[src/fsq_pkg.sv]
// Constants and types shared by the frame store readout sequencer
package fsq_pkg;
  // Clocking
  localparam int CLK_HZ = 10_000_000;
  localparam int ROW_CLK_HZ = 100_000;
  localparam int LINE_DIV = CLK_HZ / ROW_CLK_HZ;
  localparam int CYC_PER_MS = CLK_HZ / 1000;
  localparam int TICKS_PER_MS = ROW_CLK_HZ / 1000;

  // Transfer geometry and timing
  localparam logic [9:0] BLOCK_ROWS = 10'h200;
  localparam int LINE_TIME_US = 10;
  localparam int REFR_XFER_TIME_US = 5100;
  localparam logic [9:0] REFR_XFER_ROWS = 10'(REFR_XFER_TIME_US / LINE_TIME_US);
  localparam int READ_TWO_MS = 2400;
  localparam int READ_ONE_MS = 4800;
  localparam int READ_TWO_CYC = READ_TWO_MS * CYC_PER_MS;
  localparam int READ_ONE_CYC = READ_ONE_MS * CYC_PER_MS;
  localparam logic [15:0] SHORT_INT_MS_RST = 16'h0032;

  // Register offsets
  localparam logic [7:0] REG_CTRL = 8'h00;
  localparam logic [7:0] REG_ROWS = 8'h04;
  localparam logic [7:0] REG_SHORT = 8'h08;
  localparam logic [7:0] REG_STATUS = 8'h0c;
  localparam logic [7:0] REG_FRAMES = 8'h10;

  // Control field positions
  localparam int CTRL_RUN = 0;
  localparam int CTRL_REFR = 1;
  localparam int CTRL_TWO = 2;
  localparam int CTRL_BIN_LO = 3;
  localparam int CTRL_CHIP_LO = 5;
  localparam logic [7:0] CTRL_RST = 8'h00;

  // Status field positions
  localparam int STAT_ERR = 3;
  localparam int STAT_REJ = 4;
  localparam int STAT_ROW_LO = 6;

  // Chips allowed to run frame store (bit per chip id)
  localparam logic [7:0] CENTRAL_MASK = 8'h03;

  // Event format code handed to the data handling unit
  localparam logic [1:0] FMT_EVT64 = 2'h1;

  typedef enum logic [2:0] {
    ST_IDLE,
    ST_XFER,
    ST_READ,
    ST_REJ_XFER,
    ST_SHORT_INT,
    ST_SHORT_XFER,
    ST_DISCARD
  } fsq_state_t;
endpackage

[src/fsq_frame_store_seq.sv]
// Frame store and refreshed frame store readout sequencer for the imaging_ccd
//
// Notes on behaviour
// - Image half integrates while store half holds previous image, read row by row.
// - End integration with 512 simultaneous row shifts of image and store sections.
// - Block transfer at 100 kHz row clock completes in about 5 ms.
// - Store readout runs while next image integrates, via one or two amplifiers.
// - Store readout takes 2.4 s on two nodes, 4.8 s on one; sets frame time.
// - Binning, node count and chip selection are settable by command.
// - Normal frame store integration time is not programmable; readout sets it.
// - Refreshed mode: after readout, long image goes to store and is rejected.
// - Then a short integration, about 50 ms, is transferred into the store.
// - Displaced rejected image is stacked into serial register, one line discarded.
// - Refreshed frame transfer at single-line rate takes 5.1 ms.
// - Short integrations are spaced by the full store readout time.
// - Refreshed frame store only allowed on central chips.
// - Event data use the same 64-bit format as full frame.
//
// Added by the designer: the plain strobed port and the register addresses.
`timescale 1ns/1ps
module fsq_frame_store_seq #(
  parameter int READ_TWO_CYC = fsq_pkg::READ_TWO_CYC,
  parameter int READ_ONE_CYC = fsq_pkg::READ_ONE_CYC
) (
  input wire logic ref_clk,
  input wire logic nrst,
  input wire logic [7:0] reg_addr,
  input wire logic [31:0] reg_wdata,
  input wire logic reg_wr,
  input wire logic reg_rd,
  output logic [31:0] reg_rdata,
  output logic img_shift,
  output logic store_shift,
  output logic serial_read,
  output logic discard_line,
  output logic integrating,
  output logic rejected,
  output logic two_node,
  output logic [1:0] bin_mode,
  output logic [2:0] chip_sel,
  output logic [1:0] dhu_fmt
);
  // Per-row readout periods; total readout is rows times this
  localparam int ROW_TWO_CYC = READ_TWO_CYC / int'(fsq_pkg::BLOCK_ROWS);
  localparam int ROW_ONE_CYC = READ_ONE_CYC / int'(fsq_pkg::BLOCK_ROWS);

  logic rst_q1;
  logic rst_n;
  logic [7:0] ctrl;
  logic [9:0] rows;
  logic [15:0] short_ms;
  logic err;
  logic [15:0] frames;
  fsq_pkg::fsq_state_t state;
  logic [9:0] row_cnt;
  logic [31:0] tmr;
  logic line_tick;
  logic run_ok;
  logic chip_central;
  logic [31:0] row_period;
  logic [31:0] short_ticks;
  logic xfer_state;
  logic [9:0] xfer_rows;
  logic xfer_last;
  logic read_row_end;
  logic read_last;
  logic err_set;
  logic frame_done;
  logic status_clr;
  logic short_end;
  logic phase_end;

  // Reset released through two flops so every flop leaves reset together
  always_ff @(posedge ref_clk or negedge nrst) begin
    if (!nrst) begin
      rst_q1 <= 1'b0;
      rst_n <= 1'b0;
    end else begin
      rst_q1 <= 1'b1;
      rst_n <= rst_q1;
    end
  end

  // Line-rate enable for row shifts and short-integration timing
  fsq_tick_div #(
    .DIV(fsq_pkg::LINE_DIV)
  ) u_line_div (
    .clk(ref_clk),
    .rst_n(rst_n),
    .run(ctrl[fsq_pkg::CTRL_RUN]),
    .tick(line_tick)
  );

  // Chip selection check: frame store and refreshed only on central chips
  assign chip_central = fsq_pkg::CENTRAL_MASK[ctrl[fsq_pkg::CTRL_CHIP_LO +: 3]];
  assign run_ok = ctrl[fsq_pkg::CTRL_RUN] && chip_central;
  assign err_set = ctrl[fsq_pkg::CTRL_RUN] && !chip_central;

  // Readout row period from node choice: fewer nodes, twice the time
  assign row_period = ctrl[fsq_pkg::CTRL_TWO] ? 32'(ROW_TWO_CYC) : 32'(ROW_ONE_CYC);
  assign short_ticks = 32'(short_ms) * 32'(fsq_pkg::TICKS_PER_MS);

  // Transfer bookkeeping shared by all three transfer states
  assign xfer_state = (state == fsq_pkg::ST_XFER) || (state == fsq_pkg::ST_REJ_XFER) ||
                      (state == fsq_pkg::ST_SHORT_XFER);
  // Refreshed transfers run at single-line rate for 5.1 ms worth of lines
  assign xfer_rows = (state == fsq_pkg::ST_XFER) ? rows : fsq_pkg::REFR_XFER_ROWS;
  assign xfer_last = line_tick && (row_cnt == xfer_rows - 10'h001);
  assign read_row_end = (tmr == row_period - 32'h0000_0001);
  assign read_last = read_row_end && (row_cnt == rows - 10'h001);
  assign frame_done = (state == fsq_pkg::ST_READ) && read_last;
  assign status_clr = reg_wr && (reg_addr == fsq_pkg::REG_STATUS) &&
                      reg_wdata[fsq_pkg::STAT_ERR];
  // Short window counted in line ticks; zero ends on the first tick
  assign short_end = line_tick && (tmr + 32'h0000_0001 >= short_ticks);
  // Any phase change clears both counters so each phase starts from zero
  assign phase_end = (xfer_state && xfer_last) ||
                     ((state == fsq_pkg::ST_READ) && read_last) ||
                     ((state == fsq_pkg::ST_SHORT_INT) && short_end) ||
                     ((state == fsq_pkg::ST_DISCARD) && read_row_end);

  // Command registers: binning, node choice, chip, mode, row count, short time
  always_ff @(posedge ref_clk or negedge rst_n) begin
    if (!rst_n) begin
      ctrl <= fsq_pkg::CTRL_RST;
      rows <= fsq_pkg::BLOCK_ROWS;
      short_ms <= fsq_pkg::SHORT_INT_MS_RST;
    end else if (reg_wr) begin
      case (reg_addr)
        fsq_pkg::REG_CTRL: ctrl <= reg_wdata[7:0];
        fsq_pkg::REG_ROWS: rows <= reg_wdata[9:0];
        // Lower bound for a 10:1 ratio is the controller's duty
        fsq_pkg::REG_SHORT: short_ms <= reg_wdata[15:0];
        default: ;
      endcase
    end
  end

  // Sticky refusal flag; a new refusal wins over a clear in the same cycle
  always_ff @(posedge ref_clk or negedge rst_n) begin
    if (!rst_n) begin
      err <= 1'b0;
    end else if (err_set) begin
      err <= 1'b1;
    end else if (status_clr) begin
      err <= 1'b0;
    end
  end

  // Completed store readouts, wraps silently
  always_ff @(posedge ref_clk or negedge rst_n) begin
    if (!rst_n) begin
      frames <= 16'h0000;
    end else if (frame_done) begin
      frames <= frames + 16'h0001;
    end
  end

  // Phase sequencing; dropping run aborts at once since the CCD state is discarded anyway
  always_ff @(posedge ref_clk or negedge rst_n) begin
    if (!rst_n) begin
      state <= fsq_pkg::ST_IDLE;
    end else if (!run_ok) begin
      state <= fsq_pkg::ST_IDLE;
    end else begin
      case (state)
        fsq_pkg::ST_IDLE: begin
          state <= fsq_pkg::ST_XFER;
        end
        fsq_pkg::ST_XFER: begin
          if (xfer_last) begin
            state <= fsq_pkg::ST_READ;
          end
        end
        fsq_pkg::ST_READ: begin
          // Frame time is the readout itself, nothing to program
          if (read_last && ctrl[fsq_pkg::CTRL_REFR]) begin
            state <= fsq_pkg::ST_REJ_XFER;
          end else if (read_last) begin
            state <= fsq_pkg::ST_XFER;
          end
        end
        fsq_pkg::ST_REJ_XFER: begin
          if (xfer_last) begin
            state <= fsq_pkg::ST_SHORT_INT;
          end
        end
        fsq_pkg::ST_SHORT_INT: begin
          if (short_end) begin
            state <= fsq_pkg::ST_SHORT_XFER;
          end
        end
        fsq_pkg::ST_SHORT_XFER: begin
          if (xfer_last) begin
            state <= fsq_pkg::ST_DISCARD;
          end
        end
        fsq_pkg::ST_DISCARD: begin
          // One serial line readout flushes the stacked rejected image
          if (read_row_end) begin
            state <= fsq_pkg::ST_READ;
          end
        end
        default: begin
          state <= fsq_pkg::ST_IDLE;
        end
      endcase
    end
  end

  // Row counter restarts with every phase, so a transfer length is the count alone
  always_ff @(posedge ref_clk or negedge rst_n) begin
    if (!rst_n) begin
      row_cnt <= 10'h000;
    end else if (!run_ok || phase_end || (state == fsq_pkg::ST_IDLE)) begin
      row_cnt <= 10'h000;
    end else if (xfer_state && line_tick) begin
      row_cnt <= row_cnt + 10'h001;
    end else if ((state == fsq_pkg::ST_READ) && read_row_end) begin
      row_cnt <= row_cnt + 10'h001;
    end
  end

  // Cycle timer for readout rows and for line ticks of the short window
  always_ff @(posedge ref_clk or negedge rst_n) begin
    if (!rst_n) begin
      tmr <= 32'h0000_0000;
    end else if (!run_ok || phase_end) begin
      tmr <= 32'h0000_0000;
    end else if ((state == fsq_pkg::ST_READ) || (state == fsq_pkg::ST_DISCARD)) begin
      // Each readout row lasts row_period clocks
      if (read_row_end) begin
        tmr <= 32'h0000_0000;
      end else begin
        tmr <= tmr + 32'h0000_0001;
      end
    end else if ((state == fsq_pkg::ST_SHORT_INT) && line_tick) begin
      tmr <= tmr + 32'h0000_0001;
    end
  end

  // Image section moves only on line ticks of a block or refreshed transfer
  always_ff @(posedge ref_clk or negedge rst_n) begin
    if (!rst_n) begin
      img_shift <= 1'b0;
    end else begin
      img_shift <= run_ok && xfer_state && line_tick;
    end
  end

  // Store section follows every transfer tick and steps once per readout row
  always_ff @(posedge ref_clk or negedge rst_n) begin
    if (!rst_n) begin
      store_shift <= 1'b0;
    end else begin
      store_shift <= run_ok && ((xfer_state && line_tick) ||
                     ((state == fsq_pkg::ST_READ) && read_row_end));
    end
  end

  // Serial register runs during readout rows and the flush line
  always_ff @(posedge ref_clk or negedge rst_n) begin
    if (!rst_n) begin
      serial_read <= 1'b0;
    end else begin
      serial_read <= run_ok && ((state == fsq_pkg::ST_READ) ||
                     (state == fsq_pkg::ST_DISCARD));
    end
  end

  // End of the single flush line, a pulse so the chain can count it
  always_ff @(posedge ref_clk or negedge rst_n) begin
    if (!rst_n) begin
      discard_line <= 1'b0;
    end else begin
      discard_line <= run_ok && (state == fsq_pkg::ST_DISCARD) && read_row_end;
    end
  end

  // Image section collects during readout, and during the short window
  always_ff @(posedge ref_clk or negedge rst_n) begin
    if (!rst_n) begin
      integrating <= 1'b0;
    end else begin
      integrating <= run_ok && ((state == fsq_pkg::ST_READ) ||
                     (state == fsq_pkg::ST_SHORT_INT));
    end
  end

  // Rejected phase spans both refreshed transfers and the flush line
  always_ff @(posedge ref_clk or negedge rst_n) begin
    if (!rst_n) begin
      rejected <= 1'b0;
    end else begin
      rejected <= run_ok && ((state == fsq_pkg::ST_REJ_XFER) ||
                  (state == fsq_pkg::ST_SHORT_XFER) ||
                  (state == fsq_pkg::ST_DISCARD));
    end
  end

  // Node choice for the readout chain, one cycle behind the command
  always_ff @(posedge ref_clk or negedge rst_n) begin
    if (!rst_n) begin
      two_node <= 1'b0;
    end else begin
      two_node <= ctrl[fsq_pkg::CTRL_TWO];
    end
  end

  // Binning code for the readout chain
  always_ff @(posedge ref_clk or negedge rst_n) begin
    if (!rst_n) begin
      bin_mode <= 2'h0;
    end else begin
      bin_mode <= ctrl[fsq_pkg::CTRL_BIN_LO +: 2];
    end
  end

  // Chip id; an outer chip is shown but never shifted, the run check refuses it
  always_ff @(posedge ref_clk or negedge rst_n) begin
    if (!rst_n) begin
      chip_sel <= 3'h0;
    end else begin
      chip_sel <= ctrl[fsq_pkg::CTRL_CHIP_LO +: 3];
    end
  end

  // Event format is fixed, so the data handling unit needs no mode switch
  always_ff @(posedge ref_clk or negedge rst_n) begin
    if (!rst_n) begin
      dhu_fmt <= fsq_pkg::FMT_EVT64;
    end else begin
      dhu_fmt <= fsq_pkg::FMT_EVT64;
    end
  end

  // Read port: data stand the cycle after the strobe, zero otherwise
  always_ff @(posedge ref_clk or negedge rst_n) begin
    if (!rst_n) begin
      reg_rdata <= 32'h0000_0000;
    end else if (reg_rd) begin
      case (reg_addr)
        fsq_pkg::REG_CTRL: reg_rdata <= {24'h00_0000, ctrl};
        fsq_pkg::REG_ROWS: reg_rdata <= {22'h00_0000, rows};
        fsq_pkg::REG_SHORT: reg_rdata <= {16'h0000, short_ms};
        fsq_pkg::REG_STATUS: reg_rdata <= {16'h0000, row_cnt, 1'b0, rejected, err, state};
        fsq_pkg::REG_FRAMES: reg_rdata <= {16'h0000, frames};
        default: reg_rdata <= 32'h0000_0000;
      endcase
    end else begin
      reg_rdata <= 32'h0000_0000;
    end
  end
endmodule

[src/fsq_tick_div.sv]
// Divider giving a one-cycle enable pulse every DIV clocks
`timescale 1ns/1ps
module fsq_tick_div #(
  parameter int DIV = 100
) (
  input wire logic clk,
  input wire logic rst_n,
  input wire logic run,
  output logic tick
);
  logic [15:0] cnt;

  // Restarts whenever run drops so the first tick is a full period away
  always_ff @(posedge clk or negedge rst_n) begin
    if (!rst_n) begin
      cnt <= 16'h0000;
      tick <= 1'b0;
    end else if (!run) begin
      cnt <= 16'h0000;
      tick <= 1'b0;
    end else if (cnt == 16'(DIV - 1)) begin
      cnt <= 16'h0000;
      tick <= 1'b1;
    end else begin
      cnt <= cnt + 16'h0001;
      tick <= 1'b0;
    end
  end
endmodule

[config.mk]
export PLATFORM = sky130hd
export DESIGN_NAME = fsq_frame_store_seq
export DESIGN_NICKNAME = d
export VERILOG_FILES = /design/src/fsq_pkg.sv /design/src/fsq_frame_store_seq.sv /design/src/fsq_tick_div.sv
export SDC_FILE = /design/constraint.sdc
export NUM_CORES = 1
export LEC_CHECK = 0
export BUFFER_PORTS_ARGS = -buffer_cell sky130_fd_sc_hd__buf_4
export CAP_MARGIN = 20
export CORE_UTILIZATION = 55
export DETAILED_ROUTE_END_ITERATION = 8
export GPL_TIMING_DRIVEN = 0
export PLACE_DENSITY = 0.89
export SLEW_MARGIN = 20
export SYNTH_ARGS = -nofsm -noshare
export SYNTH_HDL_FRONTEND = slang
export SYNTH_SLANG_ARGS = --single-unit
[constraint.sdc]
create_clock -name ref_clk -period 4 [get_ports ref_clk]
set_input_delay 0.6 -clock ref_clk [delete_from_list [all_inputs] [get_ports ref_clk]]
set_output_delay 0.6 -clock ref_clk [all_outputs]
set_load 0.03 [all_outputs]
After elaboration in Yosys (flattened, before gate mapping)
Memories as Yosys holds them, arrays and structs flattened.
Cells that the tools add are included.
{"block": "op_classes", "n_addsub": 7, "n_mul": 1, "n_lt_le_gt_ge": 2, "eq_ne": 20, "mux": 27, "n_reduce_logical": 46}
{"op": "32-bit 2-to-1 mux", "count": 4}
{"op": "16-bit case mux with 5 select lines", "count": 1}
{"op": "16-bit 2-to-1 mux", "count": 3}
{"op": "10-bit 2-to-1 mux", "count": 4}
{"op": "16-bit by 1-bit adder with 16-bit output (second input constant)", "count": 2}
{"op": "32-bit by 1-bit adder with 32-bit output (second input constant)", "count": 1}
{"op": "32-bit equality test", "count": 1}
{"op": "32-bit by 23-bit >= comparator with 1-bit output", "count": 1}
{"op": "3-bit 2-to-1 mux", "count": 8}
{"op": "1-bit logical AND", "count": 23}
{"op": "16-bit by 5-bit multiplier with 21-bit output (second input constant)", "count": 1}
{"op": "3-bit case mux with 7 select lines", "count": 1}
{"op": "10-bit equality test", "count": 2}
{"op": "10-bit by 1-bit subtractor with 10-bit output (second input constant)", "count": 2}
{"op": "17-bit by 1-bit subtractor with 18-bit output (second input constant)", "count": 1}
{"op": "17-bit 2-to-1 mux", "count": 1}
{"op": "16-bit by 7-bit equality test with 1-bit output (second input constant)", "count": 1}
{"op": "8-bit by 4-bit equality test with 1-bit output (second input constant)", "count": 2}
{"op": "3-bit inequality test (second input constant)", "count": 5}
{"op": "1-bit logical OR", "count": 12}
{"op": "10-bit by 1-bit adder with 10-bit output (second input constant)", "count": 1}
{"op": "3-bit equality test (second input constant)", "count": 3}
{"op": "8-bit by 3-bit equality test with 1-bit output (second input constant)", "count": 1}
{"op": "8-bit by 5-bit equality test with 1-bit output (second input constant)", "count": 1}
{"op": "12 further kinds", "count": 21}
{"block": "totals", "regBits": 143, "romBits": 8, "in_bits": 44, "n_memories": 1}
{"name": "(no name shown)", "words": 8, "width": 1, "read_ports": 1, "rd_clocked_by_memory_dff": 0, "wr": 0, "line_no": "fsq_frame_store_seq.sv:95", "source": "assign chip_central = fsq_pkg::CENTRAL_MASK[ctrl[fsq_pkg::CTRL_CHIP_LO +: 3]];"}

Depth between registers and ports, before layout
Gate-level depths: netlist of the first run.
{"block": "depth", "depth_word": 12, "depth_mapped": 24, "ltp_nobuf": 23}

Modules after synthesis
A second synthesis of the first run with hierarchy kept.
{"block": "unflattened", "cells_unflattened": 1140, "hier_area_um2": 10451.3}
{"mod": "fsq_frame_store_seq", "instances": 1, "cells_each": 1054, "area_each_um2": 9599.2, "seq_area_each_um2": 3158.0}
{"mod": "fsq_tick_div", "instances": 1, "cells_each": 86, "area_each_um2": 852.1, "seq_area_each_um2": 425.4}

Worst setup path before layout of the first run
Ideal clock, no wire load.
{"block": "synth_path", "kind": "register -> register", "start": "register short_ms[4]", "end": "register tmr[14]", "arrival_ns": 4.953, "slack_ns": -1.019, "stages_incl_launch_ff": 24, "period_less_slack_ns": 5.019, "path_cell_list": "dfstp_2 > ha_1 > ha_1 > inv_1 > fa_1 > inv_1 > ha_1 > or3_1 > o211ai_1 > a31oi_1 > and2_1 > o21a_1 > o21a_1 > o211a_1 > ha_1 > a21o_1 > a21oi_1 > and4_1 > a32o_1 > o221ai_2 > o31ai_4 > buf_2 > o211ai_1 > nand2_1"}
{"block": "synth_via", "elab_chain_len": 8, "word_cells_on_any_way": 9, "classes_between": "1 x mul; 1 x order compare; 1 x mux; 6 x reduce/logical"}
{"item": "start: declaration", "line_no": "fsq_frame_store_seq.sv:51", "source": "logic [15:0] short_ms;"}
{"item": "start signal: assignment", "line_no": "fsq_frame_store_seq.sv:127", "source": "short_ms <= fsq_pkg::SHORT_INT_MS_RST;"}
{"item": "start signal: assignment", "line_no": "fsq_frame_store_seq.sv:133", "source": "fsq_pkg::REG_SHORT: short_ms <= reg_wdata[15:0];"}
{"item": "16-bit by 5-bit multiplier with 21-bit output (*)", "line_no": "fsq_frame_store_seq.sv:101", "source": "assign short_ticks = 32'(short_ms) * 32'(fsq_pkg::TICKS_PER_MS);"}
{"item": "32-bit by 23-bit >= comparator with 1-bit output (*)", "line_no": "fsq_frame_store_seq.sv:115", "source": "assign short_end = line_tick && (tmr + 32'h0000_0001 >= short_ticks);"}
{"item": "1-bit logical AND (*)", "line_no": "fsq_frame_store_seq.sv:115"}
{"item": "1-bit logical AND (*)", "line_no": "fsq_frame_store_seq.sv:119", "source": "((state == fsq_pkg::ST_SHORT_INT) && short_end) ||"}
{"item": "1-bit logical OR (*)", "line_no": "fsq_frame_store_seq.sv:118", "source": "((state == fsq_pkg::ST_READ) && read_last) ||"}
{"item": "1-bit logical OR (*)", "line_no": "fsq_frame_store_seq.sv:119"}
{"item": "1-bit logical OR (*)", "line_no": "fsq_frame_store_seq.sv:228", "source": "end else if (!run_ok || phase_end) begin"}
{"item": "3-bit nonzero test (no line) / 32-bit 2-to-1 mux (equally long branches)"}
{"item": "end signal: assignment", "line_no": "fsq_frame_store_seq.sv:235", "source": "tmr <= tmr + 32'h0000_0001;"}
{"item": "end signal: assignment", "line_no": "fsq_frame_store_seq.sv:238", "source": "tmr <= tmr + 32'h0000_0001;"}
{"item": "end: declaration", "line_no": "fsq_frame_store_seq.sv:56", "source": "logic [31:0] tmr;"}
Every way passes the cells marked *; elsewhere a longest branch is shown, timed or not.
A chain may end at the register's enable or synchronous reset.

Final worst setup path of the first run
{"block": "layout_path", "start": "register short_ms[4]", "end": "register tmr[23]"}
Same word-level chain as after synthesis.

==> impl_metrics.py, run 1 <==
metrics = {
    "synth": {
        "async_reset_ff_share_pct": 100.0,
        "synth_area_leaders": "dfrtp_1, ha_1, mux2_2, nor2_1, xor2_1",
        "yosysUniqueCellTypes": 76,
        "yosysSeqAreaShare_pct": 35.00,
        "ys.flop_type": "dfrtp_1",
        "yosys.area.top_type": "dfrtp_1",
        "yosysMostFrequentCell": "dfrtp_1",
        "synth-warning-count": 0,
        "synth_edf_count": 0,
        "synth_top_area_share_pct": 33.98,
        "syn_area_sq_um": 10240,
        "syn_area_per_cell_sq_um": 9.132,
        "synth.top_cells.by_count": "dfrtp_1, nor2_1, nand2_1",
        "synth_seq_cells": 143,
        "syn_inst": 1121,
    },
    "final_layout": {
        "fin_cells": 1483,
        "syn_to_final_growth_pct": 19.45,
        "diodes": 0,
        "stdcell_area_sq_um": 12230,
        "fin_nets": 1376,
        "drive_gt1_share_pct": 19.86,
    },
    "min_path": {
        "min-delay-path-class": "register to async pin",
    },
    "sta": {
        "relSlewSlack_pct": 33.83,
        "layout_setup_ws_ns": -1.655,
        "setup-violations-final": 44,
        "fin_worst_skew_ns": 0.01393,
        "finalCritPeriodShare_pct": 141.4,
        "hold_viol_final": 0,
        "drv_slew": 0,
        "fmax_mhz": 176.8,
        "fin_crit_ns": 5.655,
        "hold_ws_ns": 0.3080,
        "rsz0062_at_grt": "true",
        "worst_pin_slew_ns": 0.9904,
    },
    "cts": {
        "cts_root_buf": "clkbuf_16",
        "cts_tree": "yes",
        "clock_sinks": 143,
        "numCtsBuffers": 17,
        "path_clk_slew_ns": 0.07,
        "clock_tree.buffer_depth": 2,
        "clk_latency_ns": 0.44,
        "cts-htree-levels": 4,
    },
    "pwr": {
        "power_mw": 3.689,
        "powerDensity_nw_per_um2": 301.7,
        "p_leak_nw": 5.776,
        "vdd_ir_drop_max_v": 0.0003362,
    },
    "die": {
        "start_util_pct": 56.60,
        "rows": 49,
        "die_x_um": 138.4,
        "io_pins": 90,
        "core_sq_um": 18090,
        "die_area_sq_um": 19160,
        "chipHeight_um": 138.4,
    },
    "global_route": {
        "grt_pass1_vias": 9271,
        "grt_pass1_wl_um": 48100,
        "overflow": 0,
        "antenna_found_initial": 0,
        "grt_usage_pct": 31.72,
        "grt_max_degree": 56,
    },
    "critical_path": {
        "cp.required_ns": 4.37,
        "crit_arrival_ns": 6.02,
        "critPathSlowestCell": "dfstp_2",
        "crit_path_end_kind": "register",
        "crit_family": "compound AO/OA/AOI/OAI gates",
        "path_class": "register to register",
        "max_stage_delay_ns": 0.61,
        "cp-start-kind": "register",
        "crit_path_max_fanout": 10,
        "worst-path-buf-inv": 4,
        "cp_common_cell": "ha_4",
    },
    "detailed_routing": {
        "num_vias": 9860,
        "drc": 8,
        "dr.pass1.iters": 9,
        "via_per_inst": 6.649,
        "ant_nets": 0,
        "routed_wl_um": 31460,
        "drtIter0Drc": 1329,
        "post_drt_wl_per_cell_um": 21.21,
    },
    "job": {
        "drv_cap": 0,
    },
    "placement": {
        "dpl_worst_slack_ns": -1.641,
        "globalplace.congestion": 0.9361,
        "place_inst": 1424,
        "portBuffers": 55,
        "dpl.hpwl_um": 19600,
        "detailed_place.area_sq_um": 11180,
    },
    "run_status": {
        "violations": "DRC, setup timing",
        "status": "finished, violations left",
    },
}
-- path summary, 6_finish.rpt --
path | start | end | slack (ns) | cells after the start
min | rst_n | frames[3] | 0.31 | 0
max reg2reg | short_ms[4] | tmr[23] | -1.65 | 25
min reg2reg | rst_n | frames[3] | 0.31 | 0
min in group ref_clk | rst_q1 | rst_n | 0.36 | 0
max in group asynchronous | rst_n | rows[9] | 3.00 | 1
max | short_ms[4] | tmr[23] | -1.65 | 25
-- through the flow --
stage               util, %  setup TNS, ns
finish                67.61         -68.71
global route          67.61         -74.32
CTS                   66.52         -57.82
detailed placement    61.81         -65.90
global placement      61.49         -61.64
floorplan                 -         -35.01
-- kinds of logic (layout without fill, tap and decap cells) --
kind of cell	count (synthesis)	count (layout)	synth area share (%)
buffers and inverters	148	263	6.209
other	2	19	0.07336
AO/OA/AOI/OAI	179	180	13.13
flip-flops	143	143	35.00
XOR/XNOR	75	75	6.551
AND/OR/NAND/NOR	437	437	22.11
multiplexers	46	46	4.999
adder cells (fa/ha/maj)	91	91	11.93
-- state kept, by name, summed over array words and instances (netlist names), 2 cells and up --
| name | flops |
|---|---|
| state | 3 |
| reg_rdata | 16 |
| frames | 16 |
| chip_sel | 3 |
| u_line_div.cnt | 16 |
| tmr | 32 |
| ctrl | 8 |
| short_ms | 16 |
| bin_mode | 2 |
| rows | 10 |
| row_cnt | 10 |
-- where the power goes --
group | leakage (nW) | internal (mW) | switching, mW
logic | 3.51 | 0.210 | 0.299
clock network | 0.305 | 0.963 | 0.709
registers | 1.96 | 1.47 | 0.0374
-- layout make-up --
type,count,area (sq um)
Clock inverter,14,173.9
Tap cell,229,286.5
Inverter,73,274.0
Sequential cell,143,3590
Multi-Input combinational cell,848,6354
Buffer,75,387.9
Fill cell,1236,5858
Clock buffer,18,439.2
Timing Repair Buffer,83,723.2
-- layer usage --
| metal | track usage [%] | vias up | share of wire, % |
|---|---|---|---|
| li1 | - | 4209 | - |
| met1 | 39.40 | 4646 | 36 |
| met2 | 51.94 | 777 | 46 |
| met3 | 7.413 | 226 | 11 |
| met4 | 15.85 | 2 | 6.0 |
| met5 | 0 | - | 0.25 |
-- what timing repair did --
item | 4_1_cts | 5_1_grt
pin swaps | 18 | 23
setup buffers | 11 | 15
gates cloned | 1 | 2
setup endpoints to repair | 53 | 56
hold endpoints to repair | 2 | 0
resized for setup | 18 | 18
hold buffers | 1 | 0
-- cells in the final DEF, fill, tap and decap left out, drive strengths merged, types with 38 or more instances in the layout --
master,n
clkbuf,69
mux2,41
nand3,62
ha,80
nor2,102
xor2,38
nand2,88
buf,106
dfrtp,139
inv,81
-- worst reg2reg max path, stage by stage (launching register included) --
cell and delay (ns):
dfstp_2 0.61, ha_4 0.22, ha_1 0.27, inv_1 0.06, fa_1 0.51, inv_1 0.08, ha_4 0.29, nand2_1 0.08
o21ai_1 0.34, o211ai_1 0.23, a31oi_2 0.31, and2_1 0.17, o21a_1 0.16, o21a_1 0.14, o211a_1 0.21, ha_4 0.21
a21o_1 0.17, a21oi_2 0.21, and4_1 0.22, a32o_2 0.17, o221ai_4 0.14, o31ai_4 0.24, buf_12 0.18, buf_6 0.17
o211ai_1 0.11, nand2_1 0.12
No activity file was read; power rests on OpenSTA's default activity.
==> run 2, diff against run 1 <==
PLACE_DENSITY = unset   (was 0.89)
PLACE_DENSITY_LB_ADDON = 0.25   (was unset)
==> impl_metrics.py, run 2 (synthesized netlist as in run 1, its figures left out) <==
metrics = {
    "critical_path": {
        "critPathLaunch": "short_ms[4]",
        "cp-start-kind": "register",
        "crit_path_end_kind": "register",
        "path_cells": "ha_4 -> ha_1 -> inv_1 -> fa_1 -> inv_1 -> ha_4 -> o21a_1 -> o31a_1 -> o211ai_1 -> a21oi_2 -> o31ai_2 -> o2111ai_1 -> a21oi_1 -> xor2_1 -> ha_1 -> o2111ai_1 -> a21oi_2 -> nor4b_4 -> o31ai_4 -> buf_6 -> buf_4 -> buf_6 -> a32o_1",
        "path_class": "register to register",
        "cp.required_ns": 4.32,
        "crit_path_end": "tmr[1]",
        "critPathSlowestCell": "dfstp_2",
        "max_stage_delay_ns": 0.63,
        "r2r_cells": 23,
        "crit_arrival_ns": 5.67,
        "r2r_slack_ns": -1.35,
        "crit_path_max_fanout": 8,
        "reg2reg_from": "short_ms[4]",
        "reg2reg_to": "tmr[1]",
    },
    "final_layout": {
        "fillCellCount": 1443,
        "register_area_sq_um": 3590,
        "syn_to_final_growth_pct": 18.43,
        "fin_cells": 1478,
        "largest_register_ff_count": 32,
        "multi_input_area_sq_um": 6326,
        "fin_nets": 1371,
        "mostFrequentLayoutCells": "dfrtp_1, nor2_1, buf_4",
        "post-route-util_pct": 67.04,
        "drive_gt1_share_pct": 19.22,
        "largest-register": "tmr",
        "layout_commonest_cell": "dfrtp_1",
        "diodes": 0,
    },
    "die": {
        "chipHeight_um": 138.4,
        "io_pins": 90,
        "core_sq_um": 18090,
        "start_util_pct": 56.60,
        "die_area_sq_um": 19160,
        "rows": 49,
        "die_x_um": 138.4,
    },
    "sta": {
        "setup-violations-final": 44,
        "relSlewSlack_pct": 31.44,
        "worst_pin_slew_ns": 1.020,
        "layout_setup_ws_ns": -1.351,
        "fmax_mhz": 186.9,
        "fin_worst_skew_ns": 0.01084,
        "finalCritPeriodShare_pct": 133.8,
        "fin_crit_ns": 5.351,
        "hold_viol_final": 0,
        "drv_slew": 0,
        "rsz0062_at_grt": "true",
    },
    "detailed_routing": {
        "post_drt_wl_per_cell_um": 17.80,
        "num_vias": 8852,
        "routed_wl_um": 26300,
        "ant_nets": 0,
        "drtIter0Drc": 807,
        "via_per_inst": 5.989,
        "drc": 10,
        "dr.pass1.iters": 9,
    },
    "cts": {
        "path_clk_slew_ns": 0.07,
        "cts-htree-levels": 4,
        "clock_sinks": 143,
        "clock_tree.buffer_depth": 2,
        "cts_tree": "yes",
        "cts_root_buf": "clkbuf_16",
        "clk_latency_ns": 0.43,
        "numCtsBuffers": 17,
    },
    "global_route": {
        "grt_pass1_wl_um": 43240,
        "grt_pass1_vias": 8434,
        "overflow": 0,
        "antenna_found_initial": 0,
        "grt_max_degree": 59,
        "grt_usage_pct": 28.29,
    },
    "placement": {
        "globalplace.congestion": 0.9024,
        "dpl.hpwl_um": 19200,
        "portBuffers": 55,
        "place_inst": 1424,
        "dpl_worst_slack_ns": -1.563,
    },
    "pwr": {
        "p_leak_nw": 5.738,
        "vdd_ir_drop_max_v": 0.0003408,
        "powerDensity_nw_per_um2": 293.2,
    },
    "run_status": {
        "violations": "DRC, setup timing",
        "status": "finished, violations left",
    },
    "min_path": {
        "min-delay-path-class": "register to async pin",
    },
    "job": {
        "drv_cap": 0,
    },
}
## run 2: cell type report
cell class              instances  share of cell area, %
repair buffers                 79                  5.552
inverters                      73                  2.260
well taps                     229                  2.363
clock buffers                  17                  3.509
multi-input cells             847                  52.18
clock inverters                15                  1.342
plain buffers                  75                  3.189
flip-flops and latches        143                  29.61
## run 2: repair_timing
| item | in CTS | in global routing |
|---|---|---|
| hold buffers | 1 | 0 |
| hold endpoints to repair | 2 | 0 |
| pin swaps | 14 | 19 |
| gates cloned | 1 | 1 |
| setup buffers | 10 | 10 |
| gates resized for setup | 15 | 19 |
| setup endpoints to repair | 44 | 54 |
## run 2: critical path, delay by kind of cell (launching register included)
kind,cells,cell delay [ns]
buffers and inverters,5,0.50
xor gates and xnor gates,1,0.09
AOI/OAI and AO/OA,11,2.08
adders and majority gates,5,1.55
DFF,1,0.63
and+or+nand+nor,1,0.37
## run 2: per-layer routing
layer / track usage [%] / up-vias / wire length (um)
met5: 0 / - / 0
met4: 9.758 / 0 / 386
met3: 4.607 / 33 / 1948
met2: 44.27 / 349 / 12180
met1: 39.84 / 4262 / 11790
li1: - / 4208 / -
## run 2: stage by stage
step           power [mW]  cell area, sq um  hold WS [ns]  setup TNS, ns
3_3_place_gp        1.959             11120        0.3336         -62.78
2_1_floorplan       1.847             10420        0.3044         -35.01
5_1_grt             3.686             12120        0.3552         -61.68
6_report            3.555             12120        0.3002         -54.13
4_1_cts             3.560             11950        0.3188         -53.69
3_5_place_dp        1.976             11180        0.3135         -64.23
## run 2: worst min-delay path by stage
stage / cells after the start / from / to / slack (ns)
after floorplan: 0 / nrst / rst_n / 0.30
after global placement: 0 / rst_q1 / rst_n / 0.33
after detailed placement: 0 / rst_n / reg_rdata[4] / 0.31
after CTS: 0 / rst_n / frames[5] / 0.32
after global routing: 0 / rst_n / frames[6] / 0.36
final: 0 / rst_n / reg_rdata[4] / 0.30
## run 2: power breakdown
part / total [mW] / internal [mW] / leakage [nW] / switching [mW]
registers: 1.51 / 1.47 / 1.96 / 0.0361
clock network: 1.58 / 0.840 / 0.288 / 0.739
logic: 0.471 / 0.199 / 3.49 / 0.272
